## config.mk

```make
export PLATFORM = sky130hd
export DESIGN_NAME = fcs_flash_ctrl
export DESIGN_NICKNAME = d
export VERILOG_FILES = /design/src/logic/fcs_pkg.sv /design/src/logic/fcs_flash_ctrl.sv
export SDC_FILE = /design/constraint.sdc
export NUM_CORES = 1
export LEC_CHECK = 0
export ABC_CLOCK_PERIOD_IN_PS = 5400
export BUFFER_PORTS_ARGS = -buffer_cell sky130_fd_sc_hd__buf_2
export CORE_MARGIN = 4
export CORE_UTILIZATION = 50
export CTS_BUF_LIST = sky130_fd_sc_hd__clkbuf_4
export DETAILED_ROUTE_END_ITERATION = 16
export PLACE_DENSITY = 0.92
export REMOVE_ABC_BUFFERS = 1
export SETUP_SLACK_MARGIN = 0.5
export SLEW_MARGIN = 30
export SYNTH_ARGS = -nofsm -noshare
export SYNTH_HDL_FRONTEND = slang
export SYNTH_SLANG_ARGS = --single-unit
```

## constraint.sdc

```tcl
create_clock -name aclk -period 5.4 [get_ports aclk]
set_input_delay 1.08 -clock aclk [delete_from_list [all_inputs] [get_ports aclk]]
set_output_delay 1.08 -clock aclk [all_outputs]
set_load 0.1 [all_outputs]
```

## src/logic/fcs_pkg.sv

```systemverilog
// Package with register map, field positions and reset values of the flash control status block
//
// Functional notes
// RULE1: Error flag, status bit 7, sets when programming or erasing reports a fault.
// RULE2: While the error flag is 1 the array is held in error protection.
// RULE3: Software never writes the status register; it is read-only.
// RULE4: Reserved bits read 0: bits 6..0 of three registers, selector bit 7.
// RULE5: Erase selector is forced to zero while software write enable is 0.
// RULE6: A write leaving several selector bits set clears the whole selector.
// RULE7: Selector bits 0..3 pick four 1 kbyte blocks from 0x0000 to 0x0FFF.
// RULE8: Selector bit 4 picks the 28 kbyte block 0x1000 to 0x7FFF.
// RULE9: Selector bit 5 picks the block 0x8000 to 0xBFFF.
// RULE10: Selector bit 6 picks the block 0xC000 to 0xDFFF.
// RULE11: Power-down disable 0 and subactive entry put flash in power-down.
// RULE12: Power-down disable 1 keeps flash in normal mode during subactive.
// RULE13: Power-down partly halts the supply circuit; reading stays possible.
// RULE14: Access enable bit 7 at 1 opens the four flash control registers.
// RULE15: Access enable 0 blocks CPU access to those four registers.
// RULE16: Mode register write enable bit 6 gates all programming, erasing and selector bits.
// RULE17: The access enable register stays reachable at all times.
// RULE18: Gated registers read zero and ignore writes while access is closed.
package fcs_pkg;
    localparam int          FCS_ADDR_W          = 8;
    localparam logic [7:0]  FCS_OFF_MODE        = 8'h00;
    localparam logic [7:0]  FCS_OFF_STATUS      = 8'h04;
    localparam logic [7:0]  FCS_OFF_ERASE_SEL   = 8'h08;
    localparam logic [7:0]  FCS_OFF_POWER       = 8'h0C;
    localparam logic [7:0]  FCS_OFF_ACCESS_EN   = 8'h10;
    localparam logic [7:0]  FCS_OFF_CTRL        = 8'h14;

    localparam int          FCS_BIT_ERR_FLAG    = 7;
    localparam int          FCS_BIT_SWE         = 6;
    localparam int          FCS_BIT_PDWN_DIS    = 7;
    localparam int          FCS_BIT_ACCESS_EN   = 7;
    localparam int          FCS_BIT_SUBACTIVE   = 0;
    localparam int          FCS_BIT_ERR_CLEAR   = 1;
    localparam int          FCS_NUM_BLOCKS      = 7;

    localparam logic [7:0]  FCS_RST_MODE        = 8'h00;
    localparam logic [6:0]  FCS_RST_ERASE_SEL   = 7'h00;
    localparam logic [7:0]  FCS_MODE_WMASK      = 8'h7F;

    localparam logic [1:0]  FCS_RESP_OKAY       = 2'h0;
    localparam logic [1:0]  FCS_RESP_SLVERR     = 2'h2;

    // Base and last byte address of each erase block, bit order of the selector
    localparam logic [15:0] FCS_BLK_BASE [FCS_NUM_BLOCKS] = '{16'h0000, 16'h0400, 16'h0800,
                                                            16'h0C00, 16'h1000, 16'h8000, 16'hC000};
    localparam logic [15:0] FCS_BLK_LAST [FCS_NUM_BLOCKS] = '{16'h03FF, 16'h07FF, 16'h0BFF,
                                                            16'h0FFF, 16'h7FFF, 16'hBFFF, 16'hDFFF};
endpackage

```

## src/logic/fcs_flash_ctrl.sv

```systemverilog
// AXI4-Lite register block for flash mode, error status, erase block select, power and access gating
//
// Added by the designer: the register addresses and the AXI4-Lite interface to the registers.
`timescale 1ns/1ps
`default_nettype none
module fcs_flash_ctrl
    import fcs_pkg::*;
(
    input  wire logic                    aclk,
    input  wire logic                    aresetn,
    input  wire logic [FCS_ADDR_W-1:0]   s_axi_awaddr,
    input  wire logic [2:0]              s_axi_awprot,
    input  wire logic                    s_axi_awvalid,
    output logic                         s_axi_awready,
    input  wire logic [31:0]             s_axi_wdata,
    input  wire logic [3:0]              s_axi_wstrb,
    input  wire logic                    s_axi_wvalid,
    output logic                         s_axi_wready,
    output logic [1:0]                   s_axi_bresp,
    output logic                         s_axi_bvalid,
    input  wire logic                    s_axi_bready,
    input  wire logic [FCS_ADDR_W-1:0]   s_axi_araddr,
    input  wire logic [2:0]              s_axi_arprot,
    input  wire logic                    s_axi_arvalid,
    output logic                         s_axi_arready,
    output logic [31:0]                  s_axi_rdata,
    output logic [1:0]                   s_axi_rresp,
    output logic                         s_axi_rvalid,
    input  wire logic                    s_axi_rready,
    input  wire logic                    flash_fault,
    input  wire logic                    subactive_mode,
    output logic                         error_protect,
    output logic                         flash_powerdown,
    output logic [7:0]                   flash_mode_out,
    output logic [FCS_NUM_BLOCKS-1:0]    erase_block_out
);

    typedef enum logic [1:0] {
        FCS_W_IDLE,
        FCS_W_RESP
    } fcs_wstate_t;

    fcs_wstate_t                wstate;
    logic                       aw_held;
    logic                       w_held;
    logic [FCS_ADDR_W-1:0]      aw_addr;
    logic [31:0]                w_data;
    logic [7:0]                 flash_mode_control;
    logic                       flash_error_flag;
    logic [6:0]                 erase_block_select;
    logic                       powerdown_disable;
    logic                       ctrl_reg_access_en;
    logic                       fault_s1;
    logic                       fault_s2;
    logic                       fault_s3;
    logic                       sub_s1;
    logic                       sub_s2;
    logic                       sub_s3;
    logic                       fault_lvl;
    logic                       sub_lvl;
    logic                       fault_prev;
    logic                       do_write;
    logic                       wr_known;
    logic                       wr_mode_sel;
    logic                       wr_erase_sel;
    logic                       wr_power_sel;
    logic                       wr_access_sel;
    logic                       wr_ctrl_sel;
    logic                       fault_rise;
    logic                       prog_or_erase;
    logic                       rd_known;
    logic                       rd_gated;
    logic [31:0]                next_rdata;
    logic [7:0]                 next_mode;
    logic [6:0]                 next_erase;

    // Register classes reused by both the read and the write path
    function automatic logic fcs_is_gated(input logic [FCS_ADDR_W-1:0] a);
        if (a == FCS_OFF_MODE || a == FCS_OFF_STATUS) begin
            return 1'b1;
        end else if (a == FCS_OFF_ERASE_SEL || a == FCS_OFF_POWER) begin
            return 1'b1;
        end else begin
            return 1'b0;
        end
    endfunction

    function automatic logic fcs_is_known(input logic [FCS_ADDR_W-1:0] a);
        if (fcs_is_gated(a)) begin
            return 1'b1;
        end else if (a == FCS_OFF_ACCESS_EN || a == FCS_OFF_CTRL) begin
            return 1'b1;
        end else begin
            return 1'b0;
        end
    endfunction

    // Several selector bits at once; such a write clears the whole selector
    function automatic logic fcs_multi_hot(input logic [FCS_NUM_BLOCKS-1:0] v);
        logic seen;
        logic multi;
        seen  = 1'b0;
        multi = 1'b0;
        for (int i = 0; i < FCS_NUM_BLOCKS; i++) begin
            if (v[i]) begin
                multi = multi | seen;
                seen  = 1'b1;
            end
        end
        return multi;
    endfunction

    // Pin inputs: three stages, a change counts once stages two and three agree
    always_ff @(posedge aclk) begin
        if (!aresetn) begin
            fault_s1  <= 1'b0;
            fault_s2  <= 1'b0;
            fault_s3  <= 1'b0;
            sub_s1    <= 1'b0;
            sub_s2    <= 1'b0;
            sub_s3    <= 1'b0;
            fault_lvl <= 1'b0;
            sub_lvl   <= 1'b0;
        end else begin
            fault_s1 <= flash_fault;
            fault_s2 <= fault_s1;
            fault_s3 <= fault_s2;
            sub_s1   <= subactive_mode;
            sub_s2   <= sub_s1;
            sub_s3   <= sub_s2;
            if (fault_s2 == fault_s3) begin
                fault_lvl <= fault_s3;
            end
            if (sub_s2 == sub_s3) begin
                sub_lvl <= sub_s3;
            end
        end
    end

    // Write channel: address and data taken in either order, response after both
    assign do_write = aw_held && w_held && (wstate == FCS_W_IDLE);
    assign wr_known = fcs_is_known(aw_addr);

    // One strobe per register; status is left out, so a write to it is dropped
    always_comb begin
        wr_mode_sel   = 1'b0;
        wr_erase_sel  = 1'b0;
        wr_power_sel  = 1'b0;
        wr_access_sel = 1'b0;
        wr_ctrl_sel   = 1'b0;
        if (do_write && aw_addr == FCS_OFF_ACCESS_EN) begin
            wr_access_sel = 1'b1;
        end else if (do_write && aw_addr == FCS_OFF_CTRL) begin
            wr_ctrl_sel = 1'b1;
        end else if (do_write && ctrl_reg_access_en) begin           // [RULE14] [RULE18]
            if (aw_addr == FCS_OFF_MODE) begin
                wr_mode_sel = 1'b1;
            end else if (aw_addr == FCS_OFF_ERASE_SEL) begin
                wr_erase_sel = 1'b1;
            end else if (aw_addr == FCS_OFF_POWER) begin
                wr_power_sel = 1'b1;
            end
        end
    end

    always_ff @(posedge aclk) begin
        if (!aresetn) begin
            wstate        <= FCS_W_IDLE;
            aw_held       <= 1'b0;
            w_held        <= 1'b0;
            aw_addr       <= '0;
            w_data        <= '0;
            s_axi_awready <= 1'b0;
            s_axi_wready  <= 1'b0;
            s_axi_bvalid  <= 1'b0;
            s_axi_bresp   <= FCS_RESP_OKAY;
        end else begin
            s_axi_awready <= 1'b0;
            s_axi_wready  <= 1'b0;
            case (wstate)
                FCS_W_IDLE: begin
                    if (s_axi_awvalid && !aw_held && !s_axi_awready) begin
                        s_axi_awready <= 1'b1;
                        aw_held       <= 1'b1;
                        aw_addr       <= s_axi_awaddr;
                    end
                    if (s_axi_wvalid && !w_held && !s_axi_wready) begin
                        s_axi_wready <= 1'b1;
                        w_held       <= 1'b1;
                        w_data       <= s_axi_wstrb[0] ? s_axi_wdata : 32'h0000_0000;
                    end
                    if (do_write) begin
                        s_axi_bvalid <= 1'b1;
                        s_axi_bresp  <= wr_known ? FCS_RESP_OKAY : FCS_RESP_SLVERR;
                        wstate       <= FCS_W_RESP;
                    end
                end
                FCS_W_RESP: begin
                    if (s_axi_bready) begin
                        s_axi_bvalid <= 1'b0;
                        aw_held      <= 1'b0;
                        w_held       <= 1'b0;
                        wstate       <= FCS_W_IDLE;
                    end
                end
                default: begin
                    wstate <= FCS_W_IDLE;
                end
            endcase
        end
    end

    // Never gated itself, or a closed block could not be reopened
    always_ff @(posedge aclk) begin
        if (!aresetn) begin
            ctrl_reg_access_en <= 1'b0;
        end else if (wr_access_sel) begin                            // [RULE17]
            ctrl_reg_access_en <= w_data[FCS_BIT_ACCESS_EN];         // [RULE14] [RULE15]
        end
    end

    // Mode register; clearing write enable drops every mode bit with it
    always_comb begin
        next_mode = flash_mode_control;
        if (wr_mode_sel) begin                                        // [RULE18]
            if (w_data[FCS_BIT_SWE]) begin
                next_mode = w_data[7:0] & FCS_MODE_WMASK;             // [RULE4]
            end else begin
                next_mode = FCS_RST_MODE;                             // [RULE16]
            end
        end
    end

    always_ff @(posedge aclk) begin
        if (!aresetn) begin
            flash_mode_control <= FCS_RST_MODE;
        end else begin
            flash_mode_control <= next_mode;
        end
    end

    // Selector write, before the multi-bit and write-enable checks
    always_comb begin
        next_erase = erase_block_select;
        if (wr_erase_sel) begin                                       // [RULE14]
            next_erase = w_data[6:0];
        end
    end

    // Write enable is taken from the stored mode bit, so the clear lands a cycle after it drops
    always_ff @(posedge aclk) begin
        if (!aresetn) begin
            erase_block_select <= FCS_RST_ERASE_SEL;
        end else if (!flash_mode_control[FCS_BIT_SWE]) begin
            erase_block_select <= FCS_RST_ERASE_SEL;                  // [RULE5] [RULE16]
        end else if (fcs_multi_hot(next_erase)) begin
            erase_block_select <= FCS_RST_ERASE_SEL;                  // [RULE6]
        end else begin
            erase_block_select <= next_erase;                         // [RULE7] [RULE8] [RULE9] [RULE10]
        end
    end

    // A fault only counts while program (bit 0) or erase (bit 1) is running
    assign prog_or_erase = (flash_mode_control[1:0] != 2'h0);
    assign fault_rise    = fault_lvl && !fault_prev;

    // Error flag: hardware set wins over a software clear in the same cycle
    always_ff @(posedge aclk) begin
        if (!aresetn) begin
            fault_prev       <= 1'b0;
            flash_error_flag <= 1'b0;
        end else begin
            fault_prev <= fault_lvl;
            if (fault_rise && prog_or_erase) begin
                flash_error_flag <= 1'b1;                             // [RULE1]
            end else if (wr_ctrl_sel && w_data[FCS_BIT_ERR_CLEAR]) begin
                flash_error_flag <= 1'b0;
            end
        end
    end

    always_ff @(posedge aclk) begin
        if (!aresetn) begin
            powerdown_disable <= 1'b0;
        end else if (wr_power_sel) begin                             // [RULE18]
            powerdown_disable <= w_data[FCS_BIT_PDWN_DIS];
        end
    end

    // Outputs to the array; power-down only trims the supply, reads stay open
    // Error protection masks only the array side; the registers keep their values
    always_ff @(posedge aclk) begin
        if (!aresetn) begin
            error_protect   <= 1'b0;
            flash_powerdown <= 1'b0;
            flash_mode_out  <= 8'h00;
            erase_block_out <= '0;
        end else begin
            error_protect   <= flash_error_flag;                      // [RULE2]
            flash_powerdown <= sub_lvl && !powerdown_disable;         // [RULE11] [RULE12] [RULE13]
            flash_mode_out  <= flash_error_flag ? 8'h00 : flash_mode_control;  // [RULE2]
            erase_block_out <= flash_error_flag ? '0 : erase_block_select;
        end
    end

    // Read path: status writes are dropped by leaving it out of the write decode
    // Read data is captured with arready and held, so a pending answer never changes
    assign rd_known = fcs_is_known(s_axi_araddr);
    assign rd_gated = fcs_is_gated(s_axi_araddr);

    always_comb begin
        next_rdata = 32'h0000_0000;
        if (rd_gated && !ctrl_reg_access_en) begin
            next_rdata = 32'h0000_0000;                               // [RULE15] [RULE18]
        end else if (s_axi_araddr == FCS_OFF_MODE) begin
            next_rdata[7:0] = flash_mode_control;
        end else if (s_axi_araddr == FCS_OFF_STATUS) begin
            next_rdata[FCS_BIT_ERR_FLAG] = flash_error_flag;          // [RULE1] [RULE3] [RULE4]
        end else if (s_axi_araddr == FCS_OFF_ERASE_SEL) begin
            next_rdata[6:0] = erase_block_select;                     // [RULE4]
        end else if (s_axi_araddr == FCS_OFF_POWER) begin
            next_rdata[FCS_BIT_PDWN_DIS] = powerdown_disable;         // [RULE4]
        end else if (s_axi_araddr == FCS_OFF_ACCESS_EN) begin
            next_rdata[FCS_BIT_ACCESS_EN] = ctrl_reg_access_en;       // [RULE17]
        end else if (s_axi_araddr == FCS_OFF_CTRL) begin
            next_rdata[FCS_BIT_SUBACTIVE] = sub_lvl;
        end
    end

    always_ff @(posedge aclk) begin
        if (!aresetn) begin
            s_axi_arready <= 1'b0;
            s_axi_rvalid  <= 1'b0;
            s_axi_rdata   <= 32'h0000_0000;
            s_axi_rresp   <= FCS_RESP_OKAY;
        end else begin
            s_axi_arready <= 1'b0;
            if (s_axi_rvalid) begin
                if (s_axi_rready) begin
                    s_axi_rvalid <= 1'b0;
                end
            end else if (s_axi_arvalid && !s_axi_arready) begin
                s_axi_arready <= 1'b1;
                s_axi_rvalid  <= 1'b1;
                s_axi_rdata   <= next_rdata;
                s_axi_rresp   <= rd_known ? FCS_RESP_OKAY : FCS_RESP_SLVERR;
            end
        end
    end

endmodule
`default_nettype wire

```

==> out/qor.txt <==
share of layout cells above drive strength 1 -> 0.224
first-pass GRT wire length -> 10200 µm
Pleak -> 0.00148 µW
First-pass DRT Iterations -> 4
Post-DP HPWL -> 4730 µm
GP Congestion -> 0.950
total grt overflow -> 0
RSZ-0062 raised after global routing -> false
GR Util met3 -> 0.0523
worst slew pin tran -> 808 ps
placed inst area -> 0.00332 mm²
Max Fclk -> 371 MHz
HP Start -> fault_prev$_SDFF_PN0_
ys flop type -> dfxtp_1
DRT iter0 DRCs -> 127
Most Used Layer, Global Route -> met2
pwr/cell area -> 324 mW/mm²
Setup crit start kind -> input pin
row count -> 28
setup TNS -> 0 ps
Worst R2R Setup Slack -> 2890 ps
min Tclk post-route -> 2690 ps
# hold bufs at CTS -> 0
Post-synth ARST share -> 0
clock buffer depth -> 2
CP Data Arrival Time -> 3050 ps
Starting Density -> 0.516
Worst R2R End -> erase_block_select[2]$_SDFF_PP0_
CP Data Required Time -> 5750 ps
Max-Cap Viols -> 0
Worst path max stage delay -> 730 ps
Core ar. -> 0.00592 mm²
largest net degree at the start of global routing -> 32
Hold Crit Class -> reg2reg
Vias/cell -> 5.09
R2R cell count -> 7
CTS buffer count -> 9
# DRC -> 0
clk slew on worst S/H paths -> 110 ps
fin area -> 0.00349 mm²
synth warn -> 0
Hold Fails Final Rpt -> 0
GRT Util Overall -> 0.172
Synth Area per Inst -> 9.18 µm²
period utilization -> 0.499
Worst Path Max Fanout -> 31
worst hold endpoint -> flash_error_flag$_SDFFE_PN0P_
Max VDD drop -> 0.226 mV
Die X -> 86.2 µm
overall power -> 1130 µW
worst-path cell chain -> buf_2 > clkinv_1 > nor2_1 > and2_1
Final nets -> 464
post-CTS setup buffers -> 0
top cells by count, synth -> dfxtp_1, nand2_1, a21oi_1
Setup Skew -> 11.6 ps
Die Span Y -> 86.2 µm
CTS tree -> done
mean routed wirelength per cell -> 13.2 µm
root buffer selected by CTS -> clkbuf_4
Worst Setup Path Type -> in2reg
status -> finished clean
total number of vias -> 2427
Crit Reg-Reg Startpoint -> aw_addr[0]$_SDFFE_PN0P_
ant diodes -> 0
Synth Cell Area -> 0.00306 mm²
DP Worst Slack -> 2600 ps
Die ar. -> 0.00743 mm²
#FFs+latches synth -> 75
vias in the first global route -> 2241
final setup fails -> 0
Final ANT Viol Nets -> 0
Post-synth EDFFs -> 0
register area share after synthesis -> 0.491
cell count after synthesis -> 333
# IOs -> 125
ranking of synthesized cells by area -> dfxtp_1, buf_4, nand2_1, mux2i_1, and2_1
distinct cell type count after synthesis -> 43
cell taking the most area after synthesis -> dfxtp_1
fill count -> 529
area share of the largest cell type after synthesis -> 0.491
CTS sink cnt -> 75
top-count cell post-synth -> dfxtp_1
htree depth -> 3
post-cts resize count -> 0
final worst setup slack -> 2710 ps
CP Capture Type -> register
port bufs -> 64
cell count of the worst hold path -> 1
GR Layer Usage met2 -> 0.291
critical-path cell with the highest stage delay -> clkinv_1
worst skew pair latency -> 400 ps
met1 Use GR -> 0.212
fin. max-slew vios -> 0
antenna violations before repair -> 0
slew margin rel. -> 0.458
Syn-to-layout area delta -> 14.2%
final WL -> 6320 µm
[kinds of logic after synthesis]
family / Yosys count / share of synthesized area
AOI/OAI and AO/OA: 58 / 0.119
buffers and inverters: 45 / 0.0913
DFF: 75 / 0.491
muxes: 18 / 0.0594
other: 1 / 0.00123
and+or+nand+nor: 136 / 0.238
[placed cells by master, fill, tap and decap left out, drive strengths merged, types with 2 or more instances in the layout]
master,n
buf,66
a211oi,4
or3,2
mux2i,17
inv,5
clkinv,4
clkbuf,11
bufinv,2
nor4b,2
conb,27
nand2b,2
nor3,9
or4,4
nand2,47
o21ai,11
nand3,8
o31ai,2
nor2,19
a21oi,28
nor3b,2
nor4,6
a22o,8
and2,27
dfxtp,75
[registers in the layout, indices dropped and copies added, names as in the netlist, 7 cells and up]
| signal | cells |
|---|---|
| s_axi_rdata | 8 |
| flash_mode_out | 7 |
| erase_block_select | 7 |
| erase_block_out | 7 |
| aw_addr | 8 |
| flash_mode_control | 7 |
| w_data | 8 |
[layer usage]
metal | part of all wire | wire [µm]
met1 | 0.42 | 2670
met5 | 0 | 0
met4 | 0.012 | 77
met3 | 0.083 | 525
met2 | 0.48 | 3040
[stage by stage]
| stage | std cells | hold WS (ps) | util |
|---|---|---|---|
| after detailed placement | 460 | 422 | 0.561 |
| after floorplan | 320 | 388 | - |
| final | 477 | 442 | 0.590 |
| after global placement | 460 | 394 | 0.561 |
| after CTS | 476 | 444 | 0.588 |
| after global routing | 477 | 447 | 0.590 |
[area by class of cell]
class	instances	area, µm²	share of cell area
clock inverter	5	77.6	0.0222
clock buffer	11	82.6	0.0237
inverter	6	22.5	0.00645
multi-input combinational	239	1370	0.394
sequential	75	1500	0.430
timing repair buffer	66	339	0.0971
tap	75	93.8	0.0269
[worst max path at each step]
stage | from | to | slack [ps] | cells after the start
after floorplan | s_axi_bvalid$_SDFFE_PN0P_ | erase_block_select[0]$_SDFF_PP0_ | 2610 | 6
after global placement | aresetn | w_data[1]$_SDFFE_PN0P_ | 2670 | 4
after detailed placement | aw_addr[0]$_SDFFE_PN0P_ | erase_block_select[2]$_SDFF_PP0_ | 2600 | 6
after CTS | aw_addr[0]$_SDFFE_PN0P_ | erase_block_select[2]$_SDFF_PP0_ | 2570 | 6
after global routing | aresetn | flash_mode_out[2]$_SDFF_PP0_ | 2420 | 4
final | aresetn | flash_mode_out[2]$_SDFF_PP0_ | 2710 | 4
[worst max-delay path: cells and delay by family]
family / cells / cell delay (ps)
and+or+nand+nor: 2 / 950
buffers and inverters: 2 / 1010
[report_power, final]
part	switching, µW	internal [µW]
clock network	179	197
registers	13.5	567
logic	144	29.7
Note: power is estimated with default switching activity, not from simulation.
